==> src/pkg/uoecs_pkg.sv <==
// Constants for the OUT endpoint control and status byte.
// Assumes one clock domain and a byte-wide register port.
// Functional notes
// - Writing one to the clear-toggle bit resets the endpoint data toggle to zero.
// - The clear-toggle bit always reads as zero.
// - Writing zero to send-stall ends STALL answers, and send-stall does nothing in isochronous mode.
// - Writing one to the discard bit drops the next unread packet, resets the read pointer and clears packet-ready.
// - The discard bit clears itself once the discard has completed.
// - FIFO-full reads one with two packets held under double buffering, or one packet otherwise.
// - The overrun flag sets when a packet is lost to a full FIFO and stays set until cleared.
// - An OUT token with data sets packet-ready and raises an interrupt; firmware unloads and clears it.
// - While send-stall is one outside isochronous mode every OUT gets STALL, and each STALL sets stall-sent and interrupts.
// - In isochronous mode a CRC-error packet is stored, sets packet-ready, interrupts and sets data-error.
// - In isochronous mode a packet with no room interrupts and sets overrun.
package uoecs_pkg;
  // ==========================================================
  // Register map
  localparam logic [7:0] UOECS_ADDR_CTRL_LOW = 8'h14;
  localparam logic [7:0] UOECS_ADDR_CTRL_HIGH = 8'h15;
  localparam logic [7:0] UOECS_ADDR_INT_STATUS = 8'h16;
  localparam logic [7:0] UOECS_ADDR_INT_MASK = 8'h17;
  localparam logic [7:0] UOECS_RESET_VALUE = 8'h00;
  // ==========================================================
  // Control low byte fields
  localparam int UOECS_BIT_CLEAR_TOGGLE = 7;
  localparam int UOECS_BIT_STALL_SENT = 6;
  localparam int UOECS_BIT_SEND_STALL = 5;
  localparam int UOECS_BIT_DISCARD = 4;
  localparam int UOECS_BIT_DATA_ERROR = 3;
  localparam int UOECS_BIT_OVERRUN = 2;
  localparam int UOECS_BIT_FIFO_FULL = 1;
  localparam int UOECS_BIT_PACKET_READY = 0;
  // ==========================================================
  // Control high byte fields
  localparam int UOECS_BIT_DOUBLE_BUFFER = 7;
  localparam int UOECS_BIT_ISO = 6;
  // ==========================================================
  // Interrupt status fields
  localparam int UOECS_IRQ_PACKET = 0;
  localparam int UOECS_IRQ_STALL = 1;
  localparam int UOECS_IRQ_OVERRUN = 2;
  localparam int UOECS_IRQ_WIDTH = 3;
  // ==========================================================
  // Link answers
  typedef enum logic [2:0] {
    UOECS_RESP_NONE = 3'h0,
    UOECS_RESP_ACK = 3'h1,
    UOECS_RESP_NAK = 3'h2,
    UOECS_RESP_STALL = 3'h4
  } uoecs_resp_t;
endpackage

==> src/hdl/uoecs_occupancy.sv <==
// Packet occupancy counter for the OUT FIFO.
// Assumes store and drop are one-cycle pulses on clk.
`timescale 1ns/10ps
module uoecs_occupancy
  import uoecs_pkg::*;
#(
  parameter int COUNT_W = 2
) (
  input wire logic clk,
  input wire logic resetn,
  input wire logic double_buffer,
  input wire logic store,
  input wire logic drop,
  output logic [COUNT_W-1:0] count,
  output logic full
);
  logic [COUNT_W-1:0] count_reg;
  logic [COUNT_W-1:0] count_next;
  logic [COUNT_W-1:0] limit;

  // ==========================================================
  // Count
  always_comb begin
    count_next = count_reg;
    if (store && !drop) begin
      count_next = count_reg + COUNT_W'(1);
    end else if (drop && !store && count_reg != '0) begin
      count_next = count_reg - COUNT_W'(1);
    end
  end

  always_ff @(posedge clk or negedge resetn) begin
    if (!resetn) begin
      count_reg <= '0;
    end else begin
      count_reg <= count_next;
    end
  end

  assign limit = double_buffer ? COUNT_W'(2) : COUNT_W'(1);
  assign count = count_reg;
  assign full = (count_reg >= limit);
endmodule

==> src/hdl/uoecs_ctrl.sv <==
// OUT endpoint control and status byte with interrupt logic.
// Assumes the link side delivers one-cycle pulses synchronous to clk.
`timescale 1ns/10ps
module uoecs_ctrl
  import uoecs_pkg::*;
#(
  parameter int COUNT_W = 2
) (
  input wire logic clk,
  input wire logic resetn,
  input wire logic [7:0] reg_addr,
  input wire logic [7:0] reg_wdata,
  input wire logic reg_write,
  input wire logic reg_read,
  output logic [7:0] reg_rdata,
  input wire logic out_token,
  input wire logic out_data,
  input wire logic out_crc_error,
  input wire logic fifo_read,
  output logic [2:0] link_resp,
  output logic store_packet,
  output logic data_toggle,
  output logic discard_pulse,
  output logic read_ptr_reset,
  output logic irq
);
  logic stall_sent_reg;
  logic stall_sent_next;
  logic send_stall_reg;
  logic send_stall_next;
  logic discard_reg;
  logic discard_next;
  logic data_error_reg;
  logic data_error_next;
  logic overrun_reg;
  logic overrun_next;
  logic ready_reg;
  logic ready_next;
  logic toggle_reg;
  logic toggle_next;
  logic dbuf_reg;
  logic dbuf_next;
  logic iso_reg;
  logic iso_next;
  logic [UOECS_IRQ_WIDTH-1:0] status_reg;
  logic [UOECS_IRQ_WIDTH-1:0] status_next;
  logic [UOECS_IRQ_WIDTH-1:0] mask_reg;
  logic [UOECS_IRQ_WIDTH-1:0] mask_next;
  logic [7:0] rdata_reg;
  logic [7:0] rdata_next;
  logic [2:0] resp_reg;
  logic [2:0] resp_next;
  logic [UOECS_IRQ_WIDTH-1:0] events;
  logic [COUNT_W-1:0] count;
  logic full;
  logic wr_low;
  logic wr_high;
  logic stalling;
  logic accept;
  logic lost;
  logic drop;
  logic fetch;

  function automatic logic hit(input logic [7:0] a, input logic [7:0] b);
    hit = (a == b);
  endfunction

  // ==========================================================
  // Packet flow
  assign wr_low = reg_write && hit(reg_addr, UOECS_ADDR_CTRL_LOW);
  assign wr_high = reg_write && hit(reg_addr, UOECS_ADDR_CTRL_HIGH);
  assign stalling = send_stall_reg && !iso_reg;
  assign accept = out_token && out_data && !stalling && !full &&
    (!out_crc_error || iso_reg);
  assign lost = out_token && out_data && !stalling && full;
  // A discard acts in the cycle after the request so the bit reads one.
  assign drop = discard_reg && count != '0;
  // Firmware has unloaded the current packet, so its slot is free again.
  assign fetch = fifo_read && ready_reg;

  uoecs_occupancy #(
    .COUNT_W(COUNT_W)
  ) u_occ (
    .clk(clk),
    .resetn(resetn),
    .double_buffer(dbuf_reg),
    .store(accept),
    .drop(drop || fetch),
    .count(count),
    .full(full)
  );

  // ==========================================================
  // Control and status next state
  always_comb begin
    stall_sent_next = stall_sent_reg;
    send_stall_next = send_stall_reg;
    discard_next = discard_reg;
    data_error_next = data_error_reg;
    overrun_next = overrun_reg;
    ready_next = ready_reg;
    toggle_next = toggle_reg;
    dbuf_next = dbuf_reg;
    iso_next = iso_reg;
    // The finished discard is retired first so that a new request written
    // in the same cycle is kept rather than lost.
    if (discard_reg) begin
      discard_next = 1'b0;
      ready_next = 1'b0;
      data_error_next = 1'b0;
    end
    if (wr_low) begin
      if (!reg_wdata[UOECS_BIT_STALL_SENT]) begin
        stall_sent_next = 1'b0;
      end
      if (!reg_wdata[UOECS_BIT_OVERRUN]) begin
        overrun_next = 1'b0;
      end
      send_stall_next = reg_wdata[UOECS_BIT_SEND_STALL];
      if (!reg_wdata[UOECS_BIT_PACKET_READY]) begin
        ready_next = 1'b0;
        data_error_next = 1'b0;
      end
      if (reg_wdata[UOECS_BIT_DISCARD]) begin
        discard_next = 1'b1;
      end
      if (reg_wdata[UOECS_BIT_CLEAR_TOGGLE]) begin
        toggle_next = 1'b0;
      end
    end
    if (wr_high) begin
      dbuf_next = reg_wdata[UOECS_BIT_DOUBLE_BUFFER];
      iso_next = reg_wdata[UOECS_BIT_ISO];
    end
    // A second buffered packet becomes ready once the first is gone.
    if (!ready_reg && !discard_reg && count != '0 && !wr_low) begin
      ready_next = 1'b1;
    end
    // Hardware sets win over a same-cycle software clear.
    if (accept) begin
      if (count == '0 || !ready_reg) begin
        ready_next = 1'b1;
      end
      if (!iso_reg) begin
        toggle_next = ~toggle_reg;
      end
      if (iso_reg && out_crc_error) begin
        data_error_next = 1'b1;
      end
    end
    if (lost) begin
      overrun_next = 1'b1;
    end
    if (out_token && stalling) begin
      stall_sent_next = 1'b1;
    end
  end

  // ==========================================================
  // Interrupts and link answer
  always_comb begin
    events = '0;
    events[UOECS_IRQ_PACKET] = accept;
    events[UOECS_IRQ_STALL] = out_token && stalling;
    events[UOECS_IRQ_OVERRUN] = lost;
    status_next = status_reg;
    mask_next = mask_reg;
    if (reg_write && hit(reg_addr, UOECS_ADDR_INT_STATUS)) begin
      status_next = status_reg & ~reg_wdata[UOECS_IRQ_WIDTH-1:0];
    end
    if (reg_write && hit(reg_addr, UOECS_ADDR_INT_MASK)) begin
      mask_next = reg_wdata[UOECS_IRQ_WIDTH-1:0];
    end
    status_next = status_next | events;
    resp_next = UOECS_RESP_NONE;
    if (out_token) begin
      if (stalling) begin
        resp_next = UOECS_RESP_STALL;
      end else if (accept && !iso_reg) begin
        resp_next = UOECS_RESP_ACK;
      end else if (!iso_reg) begin
        resp_next = UOECS_RESP_NAK;
      end
    end
  end

  // ==========================================================
  // Read data
  always_comb begin
    rdata_next = '0;
    if (reg_read) begin
      case (reg_addr)
        UOECS_ADDR_CTRL_LOW: begin
          rdata_next[UOECS_BIT_CLEAR_TOGGLE] = 1'b0;
          rdata_next[UOECS_BIT_STALL_SENT] = stall_sent_reg;
          rdata_next[UOECS_BIT_SEND_STALL] = send_stall_reg;
          rdata_next[UOECS_BIT_DISCARD] = discard_reg;
          rdata_next[UOECS_BIT_DATA_ERROR] = data_error_reg;
          rdata_next[UOECS_BIT_OVERRUN] = overrun_reg;
          rdata_next[UOECS_BIT_FIFO_FULL] = full;
          rdata_next[UOECS_BIT_PACKET_READY] = ready_reg;
        end
        UOECS_ADDR_CTRL_HIGH: begin
          rdata_next[UOECS_BIT_DOUBLE_BUFFER] = dbuf_reg;
          rdata_next[UOECS_BIT_ISO] = iso_reg;
        end
        UOECS_ADDR_INT_STATUS: begin
          rdata_next[UOECS_IRQ_WIDTH-1:0] = status_reg;
        end
        UOECS_ADDR_INT_MASK: begin
          rdata_next[UOECS_IRQ_WIDTH-1:0] = mask_reg;
        end
        default: begin
          rdata_next = '0;
        end
      endcase
    end
  end

  // ==========================================================
  // Registers
  always_ff @(posedge clk or negedge resetn) begin
    if (!resetn) begin
      stall_sent_reg <= 1'b0;
      send_stall_reg <= 1'b0;
      discard_reg <= 1'b0;
      data_error_reg <= 1'b0;
      overrun_reg <= 1'b0;
      ready_reg <= 1'b0;
      toggle_reg <= 1'b0;
      dbuf_reg <= 1'b0;
      iso_reg <= 1'b0;
      status_reg <= '0;
      mask_reg <= '0;
      rdata_reg <= UOECS_RESET_VALUE;
      resp_reg <= UOECS_RESP_NONE;
    end else begin
      stall_sent_reg <= stall_sent_next;
      send_stall_reg <= send_stall_next;
      discard_reg <= discard_next;
      data_error_reg <= data_error_next;
      overrun_reg <= overrun_next;
      ready_reg <= ready_next;
      toggle_reg <= toggle_next;
      dbuf_reg <= dbuf_next;
      iso_reg <= iso_next;
      status_reg <= status_next;
      mask_reg <= mask_next;
      rdata_reg <= rdata_next;
      resp_reg <= resp_next;
    end
  end

  assign reg_rdata = rdata_reg;
  assign link_resp = resp_reg;
  assign store_packet = accept;
  assign data_toggle = toggle_reg;
  assign discard_pulse = drop;
  assign read_ptr_reset = discard_reg;
  assign irq = |(status_reg & mask_reg);
endmodule

==> config.mk <==
export PLATFORM = sky130hd
export DESIGN_NAME = uoecs_ctrl
export DESIGN_NICKNAME = d
export VERILOG_FILES = /design/src/pkg/uoecs_pkg.sv /design/src/hdl/uoecs_occupancy.sv /design/src/hdl/uoecs_ctrl.sv
export SDC_FILE = /design/constraint.sdc
export NUM_CORES = 1
export LEC_CHECK = 0
export BUFFER_PORTS_ARGS = -buffer_cell sky130_fd_sc_hd__buf_2
export CORE_MARGIN = 2
export CORE_UTILIZATION = 54
export CTS_BUF_LIST = sky130_fd_sc_hd__clkbuf_8 sky130_fd_sc_hd__clkbuf_16
export CTS_CLUSTER_DIAMETER = 100
export DETAILED_ROUTE_END_ITERATION = 10
export PLACE_DENSITY = 0.9
export SLEW_MARGIN = 20
export SYNTH_ARGS = -nofsm -noshare
export SYNTH_HDL_FRONTEND = slang
export SYNTH_HIERARCHICAL = 1
export SYNTH_SLANG_ARGS = --single-unit
==> constraint.sdc <==
create_clock -name clk -period 3.15 [get_ports clk]
set_input_delay 0.315 -clock clk [delete_from_list [all_inputs] [get_ports clk]]
set_output_delay 0.315 -clock clk [all_outputs]
set_load 0.03 [all_outputs]
Word level (Yosys, flattened, before mapping)

Index checks and enable logic that the tools add are counted.

Multiplexer cells: 35
Equal/unequal tests: 6
Reductions and logical operators: 41
Order comparisons: 1
$add $sub $neg: 2
Bitwise logic cells: 5

Operators with widths:

| cell                | count |
|---|---|
| $eq 8x5->1 const B  | 4 |
| $mux 1              | 23 |
| $logic_and 1x1->1   | 21 |
| $mux 3              | 4 |
| $mux 2              | 5 |
| $logic_not 1->1     | 9 |
| $pmux 3 s3          | 1 |
| $mux 8              | 1 |
| $reduce_bool 2->1   | 4 |
| $and 3x3->3         | 2 |
| $ne 2x1->1 const B  | 2 |
| $pmux 2 s2          | 1 |
| $reduce_and 2->1    | 2 |
| $logic_or 1x1->1    | 3 |
| $not 3->3           | 1 |
| $or 3x3->3          | 1 |
| $reduce_or 3->1     | 1 |
| $add 2x1->2 const B | 1 |
| $ge 2x2->1          | 1 |
| $logic_not 2->1     | 1 |
| $sub 2x1->2 const B | 1 |
| $not 1->1           | 1 |

Flip-flop bits (word level): 28
Logic and storage cells: 104
Output and inout bits: 16
Input port bits: 24

Logic depth before layout (Yosys ltp)

Gate-level depths: netlist of the first run.

Depth in word-level cells: 11
Gate-level depth with buffers: 9

Hierarchy

Netlist of the first run, hierarchy kept.

By module, submodules not included:

| module          | cells an instance | times used | area an instance (um^2) |
|---|---|---|---|
| uoecs_ctrl      | 104               | 1          | 1232.4 |
| uoecs_occupancy | 17                | 1          | 151.4 |

Least setup slack after synthesis of the first run

Ideal clock, no wire load.

Path type: reg-to-reg
From: register u_occ.count_reg[0] (netlist: u_occ/count[0])
To: register u_occ.count_reg[1] (netlist: u_occ/count[1])
Cell stages (with the launch flop): 10
Period minus slack after synthesis: 2280 ps
Path slack: 870 ps
Data arrival time: 2159 ps
Library setup time: 120 ps
Data required time: 3030 ps
Cell sequence: dfrtp_1 inv_1 ha_1 nand2b_1 a21o_1 and3b_1 and2_1 nor2b_1 nand3_1 o211a_1

Longest elaborated chain between the ends: 8

Ends and longest elaborated chain:

| element                            | line                  | source |
|---|---|---|
| start, declared                    | uoecs_occupancy.sv:17 | `logic [COUNT_W-1:0] count_reg;` |
| start signal, assigned             | uoecs_occupancy.sv:36 | `count_reg <= count_next;` |
| $ge 2x2->1 (*)                     | uoecs_occupancy.sv:42 | `assign full = (count_reg >= limit);` |
| via full                           | uoecs_ctrl.sv:55      | `logic full;` |
| $logic_not 1->1 (*)                | uoecs_ctrl.sv:73      | `assign accept = out_token && out_data && !stalling && !full &&` |
| $logic_and 1x1->1 (*) (2 in a row) | uoecs_ctrl.sv:73      |  |
| via store_packet                   | uoecs_ctrl.sv:21      | `output logic store_packet,` |
| $logic_not 1->1                    | uoecs_occupancy.sv:27 | `end else if (drop && !store && count_reg != '0) begin` |
| $logic_and 1x1->1 (2 in a row)     | uoecs_occupancy.sv:27 |  |
| $reduce_bool 2->1 (no line)        | -                     |  |

Mark *: on every way through the listed nets, which the timed path passes. The rest lies on a longest branch. The select of a mux whose other input is x is not followed.
A chain may end at the register's enable or synchronous reset.

Final worst setup path of the first run

From: register u_occ.count_reg[0] (netlist: u_occ/count[0])
To: output store_packet

Longest elaborated chain between the ends: 4

Ends and longest elaborated chain:

| element                        | line |
|---|---|
| $ge 2x2->1                     | uoecs_occupancy.sv:42 |
| via full                       | uoecs_ctrl.sv:55 |
| $logic_not 1->1                | uoecs_ctrl.sv:73 |
| $logic_and 1x1->1 (2 in a row) | uoecs_ctrl.sv:73 |
| end, declared                  | uoecs_ctrl.sv:21 |

The timed path passes the listed nets, and every way through them passes these cells.

==> results of run 1 <==
## cells in the mapped netlist, types with 2 or more instances
| cell | n |
|---|---|
| clkbuf_1 | 2 |
| and3_1 | 4 |
| a21bo_2 | 2 |
| nor3b_1 | 2 |
| a21o_1 | 4 |
| ha_1 | 2 |
| and3b_1 | 2 |
| inv_1 | 6 |
| o21ai_0 | 4 |
| nand4_1 | 5 |
| mux2i_1 | 4 |
| and4b_1 | 2 |
| mux2_1 | 2 |
| dfrtp_1 | 28 |
| nor2_1 | 2 |
| and2_1 | 6 |
| nor2b_1 | 6 |
| nand3_1 | 5 |
| o41ai_1 | 2 |
| nand2b_1 | 3 |
| mux2_2 | 4 |
| nand2_1 | 2 |
## final cells by class
cell class                 count  share of cell area
clock inverter                 1              0.0180
inverter                       6              0.0135
sequential                    28               0.419
multi-input combinational     84               0.388
timing repair buffer          38               0.114
tap                           30              0.0225
clock buffer                   3              0.0247
## logic make-up after synthesis
group / share of synthesized area
buf+inv: 0.0253
compound gates: 0.125
flops: 0.506
fa+ha+maj: 0.0181
mux: 0.0778
simple gates: 0.248
## critical path, delay by kind of cell, from the launching register on
family	cells	cell delay (ns)
AND/OR/NAND/NOR	3	0.71
flip-flops	1	0.43
buffers and inverters	2	0.32
adder cells (fa/ha/maj)	1	0.28
AO/OA/AOI/OAI	1	0.21
## worst min path at each step
stage | start | end | slack, ns | cells past startpoint
floorplan | resetn | data_error_reg | 0.02 | 0
CTS | resetn | send_stall_reg | 0.06 | 1
global route | resetn | link_resp[1] | 0.07 | 1
finish | resetn | send_stall_reg | 0.03 | 1
global placement | resetn | read_ptr_reset | 0.35 | 1
detailed placement | resetn | send_stall_reg | 0.36 | 1
## power by group through the flow
stage | sequential [W] | combinational [W] | clock [W]
detailed placement | 0.000425 | 0.000194 | 0
global route | 0.000423 | 0.000216 | 0.000300
finish | 0.000419 | 0.000196 | 0.000283
global placement | 0.000422 | 0.000184 | 0
CTS | 0.000418 | 0.000196 | 0.000283
floorplan | 0.000438 | 0.000111 | 0
## stage by stage
| stage | setup WS [ns] | util |
|---|---|---|
| after floorplan | 0.870 | - |
| after detailed placement | 0.862 | 0.651 |
| after global routing | 0.500 | 0.680 |
| after global placement | 0.926 | 0.651 |
| final | 0.597 | 0.680 |
| after CTS | 0.618 | 0.680 |
## layer usage
metal,part of all wire,up-vias,GRT usage
met1,0.40,545,0.288
met5,0,-,0
met3,0.063,8,0.0328
met4,0.021,0,0.0875
met2,0.51,40,0.375
li1,-,527,-
## cells in the final DEF (no fill, tap or decap), drive strengths merged, types with 2 or more instances in the layout
master,Yosys,routed
a21o,4,4
nand3,5,5
nor2b,6,6
nand2,2,2
nor2,2,2
o21ai,5,5
and3,4,4
buf,1,38
or2,2,2
mux2,6,6
nand2b,3,3
a21bo,2,2
mux2i,4,4
and3b,2,2
ha,2,2
nor3b,2,2
and4b,2,2
nor3,3,3
nor4b,2,2
clkbuf,2,3
dfrtp,28,28
nand4,5,5
inv,6,6
o41ai,2,2
and2,6,6
==> reports/summary.txt, run 1 <==
Outcome: completed
Finish-stage setup viols: 0
Hold Path Class: in2async
Synthesis-to-finish area growth: 20.7%
CP Cell Sequence: inv_1, ha_1, nand2b_1, a21o_1, and3b_1, and2_1, buf_2
Placed Area: 1600 um2
Chip width: 54.6 um
Vias post-DR: 1120
Fin Clk Skew: 0.00877 ns
GP Congestion: 0.808
NetSw: 0.000257 W
Fmax: 392 MHz
Crit-path max cell delay: 0.43 ns
CTS clk-pin slew, worst paths: 0.10 ns
Crit. End Element: output port
CTS tree: built
Overall fraction of global-route tracks in use: 0.223
Initial antenna violation count: 0
Fraction of registers with async set/reset: 1.00
First-pass GRT wire length: 4.62 mm
Share of layout cells above drive strength 1: 0.325
Cell Count, Final, Fillers Out: 190
Via density: 5.89
Cell Int Power: 0.000642 W
Post-DRT Antenna Nets: 0
Vias in the first global route: 1008
Setup TNS Final: 0 ns
Num Clock Sinks: 28
Mapped Cells: 121
Clk buf depth: 2
Clk root buf: clkbuf_8
Worst-Margin Slew: 1.06 ns
Largest net degree at the start of global routing: 29
Footprint of the multi-input gates: 648 um2
Starting Density: 0.564
Gr ovfl total: 0
Biggest area consumer among synthesized cells: dfrtp_1
Synthesized flop and latch total: 28
RSZ-0062 raised after global routing: false
Worst setup path startpoint: u_occ/count[0]
Worst r2r path cells: 9
Hold_buf cts: 0
DPL Wire Length: 2.31 mm
Max_cap viols: 0
Height of the chip: 54.6 um
Starting DRT DRC Count: 19
Register area: 701 um2
Slew Viols, Final: 0
DR WL/cell: 16.1 um
Worst Setup EP: store_packet
VDD IR max: 0.000449 V
I/O Buffers: 38
Pleak: 0.865 nW
Switching share of power: 0.286
Worst skew pair latency: 0.28 ns
Max reg flops: 8
Sequential power share: 0.466
Final hold vios: 0
Post-CTS sizing: 0
Final wirelength: 3.06 mm
Post-synthesis sequential area ratio: 0.506
Pwr Total: 0.000899 W
Post-Syn Area per Cell: 11.4 um2
H-tree depth: 1
WP data required: 2.83 ns
Pwr/cell area: 538 nW/um2
Synthesized net count: 147
Diodes inserted: 0
Relative slew slack: 0.286
Share of the synthesized area in the top cell type: 0.506
# DRC: 0
Placed cell count: 186
Critical R2R Launch: u_occ/count[0]
Cell area after layout: 1670 um2
Hold WS: 0.0281 ns
Rows: 18
Core area: 2450 um2
# fillers: 181
Clk pwr share: 0.315
Critical R2R Capture: u_occ/count[1]
CP startpoint kind: flop
Minimum clock period after layout: 2.55 ns
Comb pwr share: 0.218
Num ports: 40
Top cells by area, synth: dfrtp_1 51%, mux2_2 3.3%, mux2i_1 2.9%
Layout net count: 187
1st-pass router iterations: 4
CTS buffer count: 3
Post-route clock period utilization: 0.811
CP max FO: 6
Prevailing post-synth register cell: dfrtp_1
Synth warn: 6
Reg2Reg Setup Slack: 0.80 ns
DIE AREA: 2980 um2
Worst EP arrival: 2.24 ns
Post-synth EDFFs: 0
Mapped Area: 1380 um2
Post-synth cell types: 44
Setup bufs post-CTS: 0
Critical path class: reg2out
Slowest-stage cell, CP: dfrtp_1
(Power assumes the default switching activity.)
==> run 2: changes to the inputs <==
Settings changed: ABC_AREA from default to 1, CORE_UTILIZATION 54 to 46, PLACE_DENSITY 0.9 to 0.81.
Clock period 3.15 ns to 2.1 ns, I/O delays scaled along.
==> run 2 against run 1 <==
Compared with the run above: first-iteration DRC count unchanged; clock skew is 0.0073 ns lower; utilization decreased by 9.0 points; final area is 7.9% higher; final cell count is 44% higher; area after synthesis rose by 6.8%; critical path depth grew 1; clock-buffer cell count up 1; non-clock buffer count grew 4; register-to-register slack got worse by 0.52 ns.
==> reports/summary.txt, run 2 <==
Post-route clock period utilization: 0.935
VDD IR max: 0.000284 V
Fin worst setup slack: 0.136 ns
Post-Syn Area per Cell: 7.99 um2
Max reg flops: 8
Hold path depth: 3
Share of layout cells above drive strength 1: 0.265
Pleak: 1.05 nW
CTS buffer count: 3
Initial antenna violation count: 0
Minimum clock period after layout: 1.96 ns
First-pass GRT wire length: 4.37 mm
Slowest-stage cell, CP: dfrtp_1
Post-synth EDFFs: 0
Mapped Cells: 185
CTS tree: built
Cell family contributing the most delay on the critical path: flip-flops
Starting Density: 0.484
Via density: 4.57
Top routing layer in use: met4
Reg2Reg Setup Slack: 0.28 ns
Outcome: completed
Layout net count: 257
Overall fraction of global-route tracks in use: 0.160
Critical R2R Launch: u_occ/count[0]
Hold Path Class: in2reg
Largest net degree at the start of global routing: 29
CTS clk-pin slew, worst paths: 0.09 ns
Clk buf depth: 2
Pwr/cell area: 633 nW/um2
Chip width: 60.7 um
Synthesis-to-finish area growth: 22.0%
Final hold vios: 0
Starting DRT DRC Count: 19
Slew Viols, Final: 0
# DRC: 0
Crit path buffers/inverters: 3
Fraction of registers with async set/reset: 1.00
DIE AREA: 3680 um2
CP Cell Sequence: inv_2, ha_1, o21ai_1, nand2_1, inv_1, nand2_1, nor2_4, buf_4
Register area: 701 um2
Comb pwr share: 0.183
Worst-Margin Slew: 0.589 ns
Gr ovfl total: 0
Routed length on met2: 1.30 mm
Sequential power share: 0.533
Post-DRT Antenna Nets: 0
DR WL/cell: 9.97 um
NetSw: 0.000324 W
Cell Int Power: 0.000818 W
Finish-stage setup viols: 0
Num Clock Sinks: 28
Hold WS: 0.143 ns
Top cells by area, synth: dfrtp_1 47%, nand2_1 11%, inv_1 8.1%
CP max FO: 5
GP Congestion: 0.803
CP startpoint kind: flop
Footprint of the multi-input gates: 632 um2
Share of the synthesized area in the top cell type: 0.474
Pre-CTS setup slack: 0.208 ns
Num ports: 40
Crit-path max cell delay: 0.41 ns
Synthesized flop and latch total: 28
Clk pwr share: 0.284
Fmax: 509 MHz
Synthesized net count: 211
Prevailing post-synth register cell: dfrtp_1
Most frequent cell after synthesis: nand2_1
Most common cell after layout, fill and taps aside: nand2_1
Diodes inserted: 0
H-tree depth: 1
Max_cap viols: 0
I/O Buffers: 38
Core area: 3050 um2
Vias in the first global route: 1051
Rows: 20
Critical R2R Capture: u_occ/count[0]
DPL Wire Length: 2.13 mm
Worst EP arrival: 1.75 ns
Hold path start: reg_wdata[4]
Switching share of power: 0.284
Critical path class: reg2out
Worst r2r path cells: 13
Pwr Total: 0.00114 W
1st-pass router iterations: 4
M1 WL: 1.28 mm
Worst skew pair latency: 0.27 ns
Worst hold endpoint: read_ptr_reset
Final wirelength: 2.73 mm
Vias post-DR: 1251
# fillers: 298
Height of the chip: 60.7 um
Post-synthesis sequential area ratio: 0.474
Mapped Area: 1480 um2
WP data required: 1.89 ns
Fin Clk Skew: 0.00148 ns
Routed wl met3: 124 um
Top cells by count, synth: 45 x nand2_1, 32 x inv_1, 28 x dfrtp_1
Biggest area consumer among synthesized cells: dfrtp_1
Clk root buf: clkbuf_8
CP dominant cell by count: nand2_1
Relative slew slack: 0.608
Post-synth cell types: 23
Commonest cells after routing, fill and taps aside: 45 x nand2_1, 37 x buf_2, 32 x inv_1
Synth warn: 6
Crit. End Element: output port
==> run 2: final cells by class <==
| class | instances | area share |
|---|---|---|
| flip-flops and latches | 28 | 0.389 |
| multi-input cells | 120 | 0.350 |
| repair buffers | 42 | 0.125 |
| inverters | 36 | 0.0749 |
| clock buffers | 4 | 0.0305 |
| well taps | 44 | 0.0305 |
==> run 2: per-layer routing <==
metal | vias to the layer above | track usage
met5 | - | 0
met4 | 0 | 0.0466
met3 | 4 | 0.0341
met2 | 33 | 0.263
met1 | 548 | 0.214
li1 | 666 | -
==> run 2: tightest hold or removal path, cell delays in order <==
cell,delay [ns]
buf_2,0.10
inv_1,0.04
nor2_1,0.04
==> run 2: cells by family (layout without fill, tap and decap cells) <==
logic type,after synthesis,after routing,synth area share
flip-flops,28,28,0.474
adder cells (fa/ha/maj),2,2,0.0169
AND/OR/NAND/NOR,99,99,0.340
buffers and inverters,37,82,0.102
AO/OA/AOI/OAI,19,19,0.0669
==> run 2: timing repair <==
| item | 4_1_cts | 5_1_grt |
|---|---|---|
| resized for setup | 1 | 2 |
| buffers inserted | 0 | 3 |
| hold endpoints to repair | 28 | 0 |
| hold buffers | 1 | 0 |
| pin swaps | 0 | 1 |
| setup endpoints to repair | 1 | 1 |
==> run 2: power by group through the flow <==
| stage | sequential (W) | clock [W] | combinational, W |
|---|---|---|---|
| after floorplan | 0.000623 | 0 | 0.000129 |
| after global placement | 0.000618 | 0 | 0.000200 |
| after detailed placement | 0.000619 | 0 | 0.000205 |
| after CTS | 0.000608 | 0.000332 | 0.000210 |
| after global routing | 0.000612 | 0.000350 | 0.000238 |
| final | 0.000608 | 0.000325 | 0.000209 |
==> run 2: through the flow <==
step / std cells / instance area [um2] / setup TNS (ns) / utilization
5_1_grt: 274 / 1800 / -0.00699 / 0.591
4_1_cts: 271 / 1780 / 0 / 0.582
3_3_place_gp: 266 / 1710 / 0 / 0.559
6_report: 274 / 1800 / 0 / 0.591
2_1_floorplan: 185 / 1480 / 0 / -
3_5_place_dp: 266 / 1710 / 0 / 0.559
==> run 2: worst max path at each step <==
stage | startpoint | to | slack, ns | cells after the start
2_1_floorplan | u_occ/count[0] | u_occ/count[0] | 0.19 | 12
3_3_place_gp | u_occ/count[0] | store_packet | 0.24 | 8
3_5_place_dp | u_occ/count[0] | u_occ/count[0] | 0.21 | 12
4_1_cts | u_occ/count[0] | store_packet | 0.0007 | 8
5_1_grt | u_occ/count[0] | store_packet | -0.007 | 8
6_report | u_occ/count[0] | store_packet | 0.14 | 8
